**src/shared/tmc_pkg.sv**
```systemverilog
// Purpose: Constants for the 16-bit timer/counter block
// Assumes: APB byte addresses, 32-bit data, 8-bit registers in low bits
// Notes:   Each number is named once here
package tmc_pkg;
	// ----------------------------------------
	// Register map (byte addresses)
	// ----------------------------------------
	localparam logic [7:0] TMC_OFF_CNT_LO = 8'h00; // count_low_byte
	localparam logic [7:0] TMC_OFF_CNT_HI = 8'h04; // count_high_byte
	localparam logic [7:0] TMC_OFF_IFLG   = 8'h08; // periph_irq_flags
	localparam logic [7:0] TMC_OFF_IEN    = 8'h0c; // periph_irq_enables
	localparam logic [7:0] TMC_OFF_CTL    = 8'h10; // timer_control
	localparam logic [7:0] TMC_OFF_PDIR   = 8'h14; // port_direction_bits
	localparam logic [7:0] TMC_OFF_PIN    = 8'h18; // pin readback
	// ----------------------------------------
	// Field positions and reset values
	// ----------------------------------------
	localparam int         TMC_CTL_RUN    = 0;     // run_enable
	localparam int         TMC_CTL_CS     = 1;     // clock_source_select
	localparam int         TMC_CTL_NOSYNC = 2;     // no_sync_select
	localparam int         TMC_CTL_OSC    = 3;     // crystal_osc_enable
	localparam int         TMC_CTL_PS     = 4;     // prescale_select low bit
	localparam logic [7:0] TMC_CTL_WMASK  = 8'h3f; // Bits 7..6 unimplemented
	localparam logic [7:0] TMC_CTL_RST    = 8'h00;
	localparam logic [1:0] TMC_PDIR_RST   = 2'h3;  // Pins start as inputs
	localparam int         TMC_IFLG_OVF   = 0;     // overflow_flag
	localparam int         TMC_IEN_OVF    = 0;     // overflow_irq_enable
	localparam logic [3:0] TMC_TRIG_MODE  = 4'hb;  // Special event trigger
	localparam logic [15:0] TMC_CNT_RST   = 16'h0000;
	localparam logic [15:0] TMC_CNT_MAX   = 16'hffff;
	// ----------------------------------------
	// Timing
	// ----------------------------------------
	localparam int         TMC_SYS_HZ     = 25000000; // sys_clk rate
	localparam int         TMC_INSTR_DIV  = 4;        // Oscillator cycles per instruction
	localparam logic [1:0] TMC_DIV_LAST   = 2'(TMC_INSTR_DIV - 1);
	localparam int         TMC_XTAL_KHZ_MAX = 200;    // Crystal rating
	localparam int         TMC_XTAL_KHZ_NOM = 32;     // Intended crystal
endpackage : tmc_pkg

```
**src/design/tmc_timer.sv**
```systemverilog
// Purpose: 16-bit timer/counter with prescaler, crystal pin control, APB
// Assumes: Pins and trigger inputs are synchronous to sys_clk
// Notes:   sys_clk stands for the oscillator; instruction tick is sys_clk/4
//
// Implementation choice: the APB slave port.
`timescale 1ns/10ps

// How it works
// - Count is two readable writable bytes
// - Counts up, wraps all ones to zero
// - Wrap latches the overflow flag
// - Interrupt only while overflow enable set
// - Source select bit picks timer or counter
// - Timer mode counts instruction cycles
// - Counter mode counts external rising edges
// - Counts only while run enable set
// - Either compare unit can reset count
// - Oscillator on forces pins input, read zero
// - Control bits 7 and 6 read zero
// - Bits 5..4 choose the prescale ratio
// - Bit 3 turns crystal oscillator on
// - Bit 2 skips sync in counter mode
// - Unsynced counting runs in sleep, wakes
// - Unsynced count is no compare timebase
// - Byte reads always return valid values
// - Write racing increment wins for the written byte
// - Low power oscillator keeps running asleep
// - Trigger mode 1011 clears the count
// - Trigger reset never sets overflow flag
// - Count write beats a coincident trigger
module tmc_timer (
	input  wire logic        sys_clk,       // Oscillator clock
	input  wire logic        rst_n,         // Synchronous reset, low
	input  wire logic        psel,          // APB select
	input  wire logic        penable,       // APB access phase
	input  wire logic        pwrite,        // APB direction
	input  wire logic [7:0]  paddr,         // APB byte address
	input  wire logic [31:0] pwdata,        // APB write data
	output logic      [31:0] prdata,        // APB read data
	output logic             pready,        // APB ready
	output logic             pslverr,       // APB error
	input  wire logic        sleep_mode,    // Processor asleep
	input  wire logic [1:0]  port_pin_in,   // Pin 0 ext clock, pin 1 crystal in
	input  wire logic [1:0]  port_pin_out,  // Port data to drive
	output logic      [1:0]  port_pin_oe,   // Pin drive enables
	output logic             xtal_amp_en,   // Crystal inverter enable
	input  wire logic [3:0]  cmp1_mode,     // Compare unit 1 mode field
	input  wire logic        cmp1_event,    // Compare unit 1 match pulse
	input  wire logic [3:0]  cmp2_mode,     // Compare unit 2 mode field
	input  wire logic        cmp2_event,    // Compare unit 2 match pulse
	output logic             irq,           // Overflow interrupt request
	output logic             wake,          // Wake request while asleep
	output logic      [15:0] count_value,   // Count for compare units
	output logic             timebase_ok    // Count usable as timebase
);
	import tmc_pkg::*;

	// ----------------------------------------
	// State
	// ----------------------------------------
	logic [15:0] cnt_reg,  cnt_next;   // Count pair
	logic [2:0]  pre_reg,  pre_next;   // Prescaler
	logic [1:0]  div_reg,  div_next;   // Instruction divider
	logic [7:0]  ctl_reg,  ctl_next;   // timer_control
	logic [1:0]  pdir_reg, pdir_next;  // port_direction_bits
	logic        ovf_reg,  ovf_next;   // overflow_flag
	logic        ien_reg,  ien_next;   // overflow_irq_enable
	logic        s1_reg,   s1_next;    // Sync stage one
	logic        s2_reg,   s2_next;    // Sync stage two
	logic        sp_reg,   sp_next;    // Synced previous
	logic        ar_reg,   ar_next;    // Unsynced sample
	logic        ap_reg,   ap_next;    // Unsynced previous
	logic [31:0] rd_reg,   rd_next;    // Read data
	logic        err_reg,  err_next;   // Read error

	// Decoded control
	logic        run, cs, nosync, osc;
	logic [1:0]  ps;
	logic        src, edge_s, edge_a, div_tick, in_tick, cnt_tick;
	logic        trig, wrap, wr_acc, setup;
	logic        wr_lo, wr_hi, wr_flg, wr_ien, wr_ctl, wr_dir;
	logic        mapped;
	logic [2:0]  pmask;

	// Prescale mask for ratios 1,2,4,8
	function automatic logic [2:0] ps_mask(input logic [1:0] sel);
		case (sel)
			2'd0:    ps_mask = 3'h0;
			2'd1:    ps_mask = 3'h1;
			2'd2:    ps_mask = 3'h3;
			default: ps_mask = 3'h7;
		endcase
	endfunction

	// ----------------------------------------
	// Control decode and bus strobes
	// ----------------------------------------
	always_comb begin
		run    = ctl_reg[TMC_CTL_RUN];
		cs     = ctl_reg[TMC_CTL_CS];
		nosync = ctl_reg[TMC_CTL_NOSYNC];
		osc    = ctl_reg[TMC_CTL_OSC];
		ps     = ctl_reg[TMC_CTL_PS +: 2];
		pmask  = ps_mask(ps);
		setup  = psel & ~penable;
		wr_acc = psel & penable & pwrite;
		wr_lo  = wr_acc & (paddr == TMC_OFF_CNT_LO);
		wr_hi  = wr_acc & (paddr == TMC_OFF_CNT_HI);
		wr_flg = wr_acc & (paddr == TMC_OFF_IFLG);
		wr_ien = wr_acc & (paddr == TMC_OFF_IEN);
		wr_ctl = wr_acc & (paddr == TMC_OFF_CTL);
		wr_dir = wr_acc & (paddr == TMC_OFF_PDIR);
		mapped = (paddr == TMC_OFF_CNT_LO) || (paddr == TMC_OFF_CNT_HI) ||
			(paddr == TMC_OFF_IFLG) || (paddr == TMC_OFF_IEN) ||
			(paddr == TMC_OFF_CTL) || (paddr == TMC_OFF_PDIR) ||
			(paddr == TMC_OFF_PIN);
	end

	// ----------------------------------------
	// Clock sources
	// ----------------------------------------
	// Crystal in pin feeds the counter when the oscillator runs
	always_comb begin
		src      = osc ? port_pin_in[1] : port_pin_in[0];
		s1_next  = src;
		s2_next  = s1_reg;
		sp_next  = s2_reg;
		ar_next  = src;
		ap_next  = ar_reg;
		div_next = div_reg;
		// Phase clocks stop in sleep
		if (!sleep_mode) begin
			div_next = (div_reg == TMC_DIV_LAST) ? 2'h0 : div_reg + 2'h1;
		end else begin
			s2_next = s2_reg;
			sp_next = sp_reg;
		end
		div_tick = (div_reg == TMC_DIV_LAST) & ~sleep_mode;
		edge_s   = s2_reg & ~sp_reg & ~sleep_mode;
		edge_a   = ar_reg & ~ap_reg;
	end

	// Input tick selection by mode
	always_comb begin
		if (!run) begin
			in_tick = 1'b0;
		end else if (!cs) begin
			in_tick = div_tick;
		end else if (nosync) begin
			in_tick = edge_a;
		end else begin
			in_tick = edge_s;
		end
	end

	// ----------------------------------------
	// Prescaler and count
	// ----------------------------------------
	always_comb begin
		trig     = ((cmp1_mode == TMC_TRIG_MODE) & cmp1_event) |
			((cmp2_mode == TMC_TRIG_MODE) & cmp2_event);
		cnt_tick = in_tick & ((pre_reg & pmask) == pmask);
		wrap     = cnt_tick & (cnt_reg == TMC_CNT_MAX);
		pre_next = pre_reg;
		if (in_tick) begin
			pre_next = pre_reg + 3'h1;
		end
		cnt_next = cnt_reg;
		if (cnt_tick) begin
			cnt_next = cnt_reg + 16'h0001;
		end
		if (trig) begin
			cnt_next = TMC_CNT_RST;
		end
		// Write wins over increment and trigger
		if (wr_lo) begin
			cnt_next[7:0] = pwdata[7:0];
		end
		if (wr_hi) begin
			cnt_next[15:8] = pwdata[7:0];
		end
		if (wr_lo | wr_hi) begin
			pre_next = 3'h0;
		end
	end

	// ----------------------------------------
	// Flags, enables, control
	// ----------------------------------------
	always_comb begin
		ovf_next  = ovf_reg;
		ien_next  = ien_reg;
		ctl_next  = ctl_reg;
		pdir_next = pdir_reg;
		if (wr_flg) begin
			ovf_next = pwdata[TMC_IFLG_OVF];
		end
		// Set beats a software clear
		if (wrap & ~trig & ~wr_lo & ~wr_hi) begin
			ovf_next = 1'b1;
		end
		if (wr_ien) begin
			ien_next = pwdata[TMC_IEN_OVF];
		end
		if (wr_ctl) begin
			ctl_next = pwdata[7:0] & TMC_CTL_WMASK;
		end
		if (wr_dir) begin
			pdir_next = pwdata[1:0];
		end
	end

	// ----------------------------------------
	// APB read data, captured in setup
	// ----------------------------------------
	always_comb begin
		rd_next  = rd_reg;
		err_next = err_reg;
		if (setup) begin
			err_next = ~mapped;
			if (paddr == TMC_OFF_CNT_LO) begin
				rd_next = {24'h0, cnt_reg[7:0]};
			end else if (paddr == TMC_OFF_CNT_HI) begin
				rd_next = {24'h0, cnt_reg[15:8]};
			end else if (paddr == TMC_OFF_IFLG) begin
				rd_next = {31'h0, ovf_reg};
			end else if (paddr == TMC_OFF_IEN) begin
				rd_next = {31'h0, ien_reg};
			end else if (paddr == TMC_OFF_CTL) begin
				rd_next = {24'h0, ctl_reg & TMC_CTL_WMASK};
			end else if (paddr == TMC_OFF_PDIR) begin
				rd_next = {30'h0, pdir_reg};
			end else if (paddr == TMC_OFF_PIN) begin
				rd_next = {30'h0, osc ? 2'h0 : port_pin_in};
			end else begin
				rd_next = 32'h0;
			end
		end
	end

	// ----------------------------------------
	// Registers
	// ----------------------------------------
	always_ff @(posedge sys_clk) begin
		if (!rst_n) begin
			cnt_reg  <= TMC_CNT_RST;
			pre_reg  <= 3'h0;
			div_reg  <= 2'h0;
			ctl_reg  <= TMC_CTL_RST;
			pdir_reg <= TMC_PDIR_RST;
			ovf_reg  <= 1'b0;
			ien_reg  <= 1'b0;
			s1_reg   <= 1'b0;
			s2_reg   <= 1'b0;
			sp_reg   <= 1'b0;
			ar_reg   <= 1'b0;
			ap_reg   <= 1'b0;
			rd_reg   <= 32'h0;
			err_reg  <= 1'b0;
		end else begin
			cnt_reg  <= cnt_next;
			pre_reg  <= pre_next;
			div_reg  <= div_next;
			ctl_reg  <= ctl_next;
			pdir_reg <= pdir_next;
			ovf_reg  <= ovf_next;
			ien_reg  <= ien_next;
			s1_reg   <= s1_next;
			s2_reg   <= s2_next;
			sp_reg   <= sp_next;
			ar_reg   <= ar_next;
			ap_reg   <= ap_next;
			rd_reg   <= rd_next;
			err_reg  <= err_next;
		end
	end

	// ----------------------------------------
	// Outputs
	// ----------------------------------------
	always_comb begin
		prdata      = rd_reg;
		pready      = 1'b1;
		pslverr     = psel & penable & err_reg;
		// Direction bit 1 means input; oscillator overrides
		port_pin_oe = osc ? 2'h0 : ~pdir_reg;
		xtal_amp_en = osc;
		irq         = ovf_reg & ien_reg;
		wake        = irq & sleep_mode;
		count_value = cnt_reg;
		timebase_ok = ~(cs & nosync);
	end
endmodule // tmc_timer

```
**config.mk**
```make
export PLATFORM = sky130hd
export DESIGN_NAME = tmc_timer
export DESIGN_NICKNAME = d
export VERILOG_FILES = /design/src/shared/tmc_pkg.sv /design/src/design/tmc_timer.sv
export SDC_FILE = /design/constraint.sdc
export NUM_CORES = 1
export LEC_CHECK = 0
export ABC_AREA = 1
export BUFFER_PORTS_ARGS = -buffer_cell sky130_fd_sc_hd__buf_4
export CAP_MARGIN = 10
export CORE_ASPECT_RATIO = 0.6
export CORE_UTILIZATION = 30
export DETAILED_ROUTE_END_ITERATION = 16
export SKIP_CTS_REPAIR_TIMING = 1
export SLEW_MARGIN = 0
export SYNTH_ARGS = -nofsm -noshare
export SYNTH_HDL_FRONTEND = slang
export SYNTH_SLANG_ARGS = --single-unit
```
**constraint.sdc**
```tcl
create_clock -name sys_clk -period 1.65 [get_ports sys_clk]
set_input_delay 0.0825 -clock sys_clk [delete_from_list [all_inputs] [get_ports sys_clk]]
set_output_delay 0.0825 -clock sys_clk [all_outputs]
set_load 0.1 [all_outputs]
```
Word level (Yosys, flattened, before mapping)
Index checks and enable logic that the tools add are counted.
{ "totals": {"ff_bits": 68, "in_bits": 60, "output_inout_bits": 56, "elab_cells": 101} }
{ "classes": {"muxes": 21, "n_reduce_logical": 12, "n_addsub": 3, "n_eq_ne": 13, "n_bitwise": 38} }
{ "op_table": {"columns": ["cell", "count"], "rows": [
  ["16-bit 2-to-1 mux", 2],
  ["8-bit 2-to-1 mux", 4],
  ["1-bit bitwise AND", 24],
  ["8-bit by 5-bit equality test with 1-bit output (second input constant)", 3],
  ["6-bit 2-to-1 mux", 3],
  ["16-bit by 1-bit adder with 16-bit output (second input constant)", 1],
  ["16-bit equality test (second input constant)", 1],
  ["8-bit by 4-bit equality test with 1-bit output (second input constant)", 2],
  ["2-bit 2-to-1 mux", 5],
  ["1-bit inverter", 10],
  ["3-bit one-hot mux with 3 select lines", 1],
  ["4-bit equality test (second input constant)", 2],
  ["8-bit by 3-bit equality test with 1-bit output (second input constant)", 1],
  ["8-bit logical NOT", 1],
  ["1-bit logical OR", 6],
  ["1-bit 2-to-1 mux", 6],
  ["3-bit nonzero test", 2],
  ["2-bit equality test (second input constant)", 2],
  ["3-bit by 1-bit adder with 3-bit output (second input constant)", 1],
  ["3-bit bitwise AND", 1],
  ["3-bit equality test", 1],
  ["2-bit by 1-bit adder with 2-bit output (second input constant)", 1],
  ["2-bit by 1-bit equality test with 1-bit output (second input constant)", 1],
  ["2-bit logical NOT", 1],
  ["other kinds (4)", 5]
]} }

Longest topological paths before layout
Gate-level depths: netlist of run 1.
{ "logic_depth": {"ltp_word": 12, "depth_mapped": 10, "depth_no_buf": 10} }

Worst setup path before layout of run 1
OpenSTA, ideal clock, no wires.
{ "synth_path": {"path_type": "reg2reg", "startpoint": "register cnt_reg[0] (netlist: count_value[0])", "endpoint": "register cnt_reg[8] (netlist: count_value[8])", "t_required_ns": 1.583, "arrival_time_ns": 2.173, "setup_ns": 0.067, "path_buffers": 0, "synth_period_minus_slack_ns": 2.240, "path_stages_with_launch": 9, "slack_ns": -0.590, "path_cell_list": "dfxtp_1 ha_1 nand2_1 nor2_1 nand2_1 xor2_1 nor2_1 nor2_1 nor2_1"} }
{ "synth_via": {"elab_chain_cells": 4} }
{ "synth_rtl": {"columns": ["item", "line_no", "text"], "rows": [
  ["start: declaration", "tmc_timer.sv:61", "logic [15:0] cnt_reg, cnt_next;"],
  ["start signal: assignment", "tmc_timer.sv:261", "cnt_reg <= cnt_next;"],
  ["16-bit by 1-bit adder with 16-bit output", "tmc_timer.sv:170", "cnt_next = cnt_reg + 16'h0001;"],
  ["16-bit 2-to-1 mux", "tmc_timer.sv:169", "if (cnt_tick) begin"],
  ["16-bit 2-to-1 mux", "tmc_timer.sv:172", "if (trig) begin"],
  ["8-bit 2-to-1 mux", "tmc_timer.sv:179", "if (wr_hi) begin"]
]} }
No other way between the ends. The select of a mux whose other input is x is not followed.
A chain may end at the register's enable or synchronous reset.

Final worst setup path of run 1
{ "layout_path": {"startpoint": "register div_reg[0]", "endpoint": "register cnt_reg[3] (netlist: count_value[3])"} }
{ "layout_via": {"elab_chain_cells": 6} }
{ "layout_rtl": {"columns": ["item", "line_no", "text"], "rows": [
  ["start: declaration", "tmc_timer.sv:63", "logic [1:0] div_reg, div_next;"],
  ["start signal: assignment", "tmc_timer.sv:263", "div_reg <= div_next;"],
  ["2-bit equality test", "tmc_timer.sv:138", "div_tick = (div_reg == TMC_DIV_LAST) & ~sleep_mode;"],
  ["1-bit bitwise AND", "tmc_timer.sv:138", null],
  ["1-bit 2-to-1 mux", "tmc_timer.sv:147", "end else if (!cs) begin"],
  ["1-bit 2-to-1 mux", "tmc_timer.sv:145", "if (!run) begin"],
  ["1-bit bitwise AND", "tmc_timer.sv:162", "cnt_tick = in_tick & ((pre_reg & pmask) == pmask);"],
  ["3-bit nonzero test (no source line)", null, null]
]} }
No other way between the ends.

==> results of run 1 <==
power groups by stage:
| stage | logic, mW | clock network, mW | registers, mW |
|---|---|---|---|
| floorplan | 0.462 | 0 | 1.33 |
| global placement | 0.765 | 0 | 1.16 |
| detailed placement | 0.771 | 0 | 1.16 |
| CTS | 0.772 | 1.01 | 1.14 |
| global route | 0.815 | 1.05 | 1.15 |
| finish | 0.774 | 0.990 | 1.14 |
kinds of logic after synthesis:
logic type | after synthesis | share of synthesized area (%)
and+or+nand+nor | 262 | 39.9
buffers and inverters | 85 | 14.0
AOI/OAI and AO/OA | 77 | 13.8
DFF | 44 | 29.0
xor gates and xnor gates | 6 | 1.73
adders and majority gates | 3 | 1.24
other | 2 | 0.248
routing by layer:
layer	track usage (%)	vias to the layer above
li1	-	1613
met1	26.7	1429
met2	23.7	102
met3	3.81	7
met4	3.14	0
met5	0	-
worst min-delay path, cell delays in order:
cell and delay (ns):
buf_4 0.09, a21oi_1 0.06, nor2_1 0.07
final cells by class:
| type | instances | share of cell area, % |
|---|---|---|
| inverters | 55 | 5.56 |
| multi-input cells | 373 | 48.5 |
| well taps | 135 | 4.47 |
| clock inverters | 1 | 0.232 |
| clock buffers | 7 | 3.51 |
| flip-flops and latches | 44 | 24.1 |
| repair buffers | 67 | 13.6 |
worst paths after layout:
path / startpoint / end / slack [ns]
min: port_pin_in[1] / ap_next / 0.04
max: div_reg[0] / count_value[3] / 0.17
max reg2reg: div_reg[0] / count_value[3] / 0.17
min reg2reg: ap_next / ap_reg / 0.46
placed cells by master, fill, tap and decap left out, types with 2 or more instances in the layout:
cell,instances
nand2_1,105
nor2_1,86
buf_4,66
inv_1,44
nand3_1,28
o21ai_0,27
dfxtp_1,27
conb_1,25
o21ai_1,22
a21oi_1,17
dfxtp_2,14
nor2_2,13
inv_2,8
nor2_4,5
nand2_2,5
nor3_1,5
xor2_1,5
clkbuf_16,5
nand4_1,4
nand2_4,3
o22ai_1,3
ha_1,3
dfxtp_4,3
nor2_8,2
o21bai_1,2
nand3_4,2
nand3_2,2
clkbuf_1,2
stage by stage:
stage,worst slack [ns],util [%]
after floorplan,0.0314,-
after global placement,0.207,36.9
after detailed placement,0.168,36.9
after CTS,0.156,38.4
after global routing,0.0416,38.4
final,0.166,38.4
==> impl_metrics.py, run 1 <==
metrics = {
    "die": {
        "initial_core_util_pct": 30.8,
        "dieArea_um2": 10500,
        "fp.dieH_um": 79.9,
        "num_rows": 28,
        "die_w_um": 132,
        "io_pins": 116,
        "coreArea_um2": 9840,
    },
    "cts": {
        "clk_latency_ns": 0.29,
        "root_buffer": "clkbuf_16",
        "clk_pin_slew_ns": 0.06,
        "cts_num_sinks": 44,
        "cts_tree": "done",
        "cts_buffers": 5,
        "cts_buffer_depth": 2,
        "htreeDepth": 2,
    },
    "place": {
        "dpl_cell_area_um2": 3640,
        "routabilityCongestion": 0.893,
        "io_buffers": 64,
        "hpwl_um": 7060,
        "dp.cells": 674,
    },
    "grt": {
        "grt_pass1_wl_um": 14100,
        "grt_pass1_vias": 2727,
        "antenna_found_initial": 0,
        "grt_overflow": 0,
        "grtUsageTotal_pct": 17.3,
        "grt_max_degree": 36,
    },
    "finish": {
        "ff_latch_area_um2": 910,
        "multi_input_area_um2": 1840,
        "final_cells": 682,
        "fillCellCount": 1024,
        "final_area_um2": 3780,
        "syn_to_final_growth_pct": 24.7,
        "nets": 609,
        "n_antenna_cell": 0,
        "largest_reg_flops": 16,
        "drive_gt1_share_pct": 24.7,
    },
    "power_and_ir_drop": {
        "finalPower_mw": 2.90,
        "p_clk_share_pct": 34.1,
        "p_switching_mw": 1.09,
        "power_density_nw_per_um2": 768,
        "leakage_nw": 1.70,
        "power.share.combinational_pct": 26.6,
        "p_seq_share_pct": 39.3,
        "p_int_mw": 1.82,
        "vdd_drop_max_v": 0.000407,
        "swShare_pct": 37.4,
    },
    "critical_path": {
        "cp.depth": 8,
        "crit_buf_inv": 1,
        "cpPeakStageDelay_ns": 0.36,
        "critPathCaptureType": "flip-flop",
        "crit_path_max_fanout": 9,
        "cp.arrival_ns": 1.66,
        "reg2reg_depth": 8,
        "path_delay_family": "simple AND/OR/NAND/NOR gates",
        "critPathKind": "flip-flop to flip-flop",
        "cp_common_cell": "nor2_1",
        "crit_chain": "ha_1 > a21oi_2 > nor2_2 > nand3_4 > nand2_4 > inv_4 > nor2_1 > nor2_1",
        "cp.required_ns": 1.83,
        "cp-start-kind": "flip-flop",
        "crit_slowest_cell": "dfxtp_1",
    },
    "route": {
        "wl_um": 8830,
        "drtIter0Drc": 259,
        "m1WireLength_um": 4810,
        "viasPerCell": 4.62,
        "remaining_drc_errors": 1,
        "met3_length_um": 545,
        "dr_total_vias": 3151,
        "antenna_left": 0,
        "top_layer": "met4",
        "wire_per_inst_um": 12.9,
        "wl_met2_um": 3430,
        "first_pass_iters": 10,
    },
    "yosys": {
        "async_flop_share_pct": 0,
        "netlist_area_um2": 3030,
        "synth-main-ff-cell": "dfxtp_1",
        "yosysTopAreaCell": "dfxtp_1",
        "syn_avg_cell_area_um2": 6.33,
        "synth_warnings": 0,
        "yosysSeqAreaShare_pct": 29.0,
        "ys_ff_latch": 44,
        "synthTopCellsByCount": "nand2_1 (105), nor2_1 (91), dfxtp_1 (44), inv_1 (44), nand3_1 (28)",
        "synth_top_area_share_pct": 29.0,
        "yosys.cell_count.top_type": "nand2_1",
        "synth_edf_count": 0,
        "synth_cell_types": 40,
        "synth_area_leaders": "dfxtp_1 (29%), nand2_1 (13%), nor2_1 (11%)",
        "postSynthCellCount": 479,
    },
    "timing": {
        "finalSetupViolCount": 0,
        "finalMaxSlewViolations": 0,
        "whs_ns": 0.0429,
        "fin_skew_ns": 0.00390,
        "hold_viol": 0,
        "rsz0062_at_grt": "no",
        "post-route-period-util_pct": 89.9,
        "fmax_mhz": 674,
        "period_minus_slack_ns": 1.48,
        "final.setup.tns_ns": 0,
    },
    "flow_run": {
        "drv_cap": 0,
    },
    "worst_hold_path": {
        "hold_path_depth": 3,
        "hold_class": "input pin to flip-flop",
    },
    "status": {
        "status": "complete, but fails checks",
        "violations": "design-rule violations",
    },
}
Note: power is estimated with default switching activity, not from simulation.
==> inputs of run 2 (changes only) <==
--- a/config.mk
+++ b/config.mk
@@ -11,4 +11,5 @@
 export CORE_ASPECT_RATIO = 0.6
 export CORE_UTILIZATION = 30
+export CTS_CLUSTER_DIAMETER = 150
 export DETAILED_ROUTE_END_ITERATION = 16
 export SKIP_CTS_REPAIR_TIMING = 1
==> constraint.sdc (replaced) <==
create_clock -name sys_clk -period 1.65 [get_ports sys_clk]
set_input_delay 0.165 -clock sys_clk [delete_from_list [all_inputs] [get_ports sys_clk]]
set_output_delay 0.165 -clock sys_clk [all_outputs]
set_load 0.1 [all_outputs]
==> run 2 against run 1 <==
The run now ends clean. Fmax fell by 2.3%. Worst setup slack got worse by 0.035 ns. Clock skew grew 0.0036 ns. Sequential share of layout area decreased by 0.21 points. Worst hold slack improved by 0.10 ns. Total power is 4.7% higher. Sequential power barely moved. Critical path type unchanged.
==> impl_metrics.py, run 2 (synthesized netlist as in run 1, its figures left out) <==
metrics = {
    "grt": {
        "antenna_found_initial": 0,
        "grt_max_degree": 24,
        "grt_overflow": 0,
        "grt_pass1_vias": 2703,
        "grt_pass1_wl_um": 14100,
        "grtUsageTotal_pct": 17.3,
    },
    "cts": {
        "clk_latency_ns": 0.29,
        "cts_buffers": 5,
        "root_buffer": "clkbuf_16",
        "cts_tree": "done",
        "htreeDepth": 2,
        "clk_pin_slew_ns": 0.07,
        "cts_num_sinks": 44,
        "cts_buffer_depth": 2,
    },
    "finish": {
        "n_antenna_cell": 0,
        "fillCellCount": 1066,
        "largest_reg_flops": 16,
        "final_util_pct": 38.8,
        "final_area_um2": 3810,
        "final_cell_mix": "nand2_1 (105), nor2_1 (87), buf_4 (68)",
        "syn_to_final_growth_pct": 25.8,
        "drive_gt1_share_pct": 25.1,
        "layout_commonest_cell": "nand2_1",
        "nets": 611,
    },
    "critical_path": {
        "crit_path_max_fanout": 14,
        "cp_common_cell": "nor2_1",
        "critPathKind": "flip-flop to flip-flop",
        "cpPeakStageDelay_ns": 0.36,
        "cp.required_ns": 1.84,
        "critPathCaptureType": "flip-flop",
        "crit_chain": "ha_1 > a21oi_2 > nor2_2 > nand3_4 > nand2_4 > nand2_1 > nor2_1 > nor2_1",
        "cp-start-kind": "flip-flop",
        "crit_slowest_cell": "dfxtp_1",
        "cp.arrival_ns": 1.70,
    },
    "power_and_ir_drop": {
        "power_density_nw_per_um2": 797,
        "vdd_drop_max_v": 0.000369,
        "finalPower_mw": 3.04,
        "leakage_nw": 1.72,
    },
    "route": {
        "remaining_drc_errors": 0,
        "drtIter0Drc": 234,
        "dr_total_vias": 3126,
        "viasPerCell": 4.57,
        "wl_um": 8790,
        "wire_per_inst_um": 12.8,
        "first_pass_iters": 5,
        "antenna_left": 0,
    },
    "status": {
        "status": "completed",
    },
    "timing": {
        "post-route-period-util_pct": 92.0,
        "finalMaxSlewViolations": 0,
        "hold_viol": 0,
        "final.setup.tns_ns": 0,
        "fmax_mhz": 659,
        "fin_skew_ns": 0.00750,
        "postLayoutSetupSlackWorst_ns": 0.131,
        "period_minus_slack_ns": 1.52,
        "finalSetupViolCount": 0,
        "rsz0062_at_grt": "no",
    },
    "place": {
        "dpl_cell_area_um2": 3640,
        "routabilityCongestion": 0.920,
        "io_buffers": 64,
        "hpwl_um": 7040,
        "place_ws_ns": 0.152,
    },
    "flow_run": {
        "drv_cap": 0,
    },
    "die": {
        "fp.dieH_um": 79.9,
        "io_pins": 116,
        "die_w_um": 132,
        "coreArea_um2": 9840,
        "num_rows": 28,
        "initial_core_util_pct": 30.8,
        "dieArea_um2": 10500,
    },
    "worst_hold_path": {
        "hold_class": "input pin to flip-flop",
    },
}
run 2: final timing paths:
check	start	slack, ns	endpoint	cells after the start
setup / recovery	div_reg[0]	0.13	count_value[11]	8
hold / removal	port_pin_in[1]	0.14	ap_next	3
setup reg to reg	div_reg[0]	0.13	count_value[11]	8
hold reg to reg	ap_next	0.46	ap_reg	2
run 2: final cells by class:
cell class	instances	area, um2	share of cell area [%]
clock inverters	1	8.76	0.230
multi-input cells	373	1820	47.8
clock buffers	7	164	4.30
flip-flops and latches	44	910	23.8
well taps	135	169	4.43
inverters	55	210	5.51
repair buffers	69	531	13.9
run 2: metrics by stage:
| stage | hold slack [ns] | std cells |
|---|---|---|
| after floorplan | 0.278 | 502 |
| after global placement | 0.419 | 676 |
| after detailed placement | 0.420 | 676 |
| after CTS | 0.130 | 684 |
| after global routing | 0.148 | 684 |
| final | 0.143 | 684 |
run 2: critical path, delay by kind of cell, from the launching register on:
family,cells,cell delay [ns]
adder cells (fa/ha/maj),1,0.21
flip-flops,1,0.36
AND/OR/NAND/NOR,6,0.78
AO/OA/AOI/OAI,1,0.07
run 2: power breakdown:
group / switching [mW] / internal, mW / leakage [nW] / total [mW]
clock network: 0.429 / 0.697 / 0.0852 / 1.13
logic: 0.620 / 0.155 / 1.27 / 0.775
registers: 0.0413 / 1.10 / 0.367 / 1.14
total: 1.09 / 1.95 / 1.72 / 3.04
run 2: layer usage:
| metal | routed length [um] | part of all wire (%) | global-route usage (%) |
|---|---|---|---|
| met3 | 555 | 6.3 | 4.44 |
| met4 | 32 | 0.36 | 2.44 |
| met2 | 3460 | 39 | 24.0 |
| met1 | 4740 | 54 | 26.3 |
| met5 | 0 | 0 | 0 |
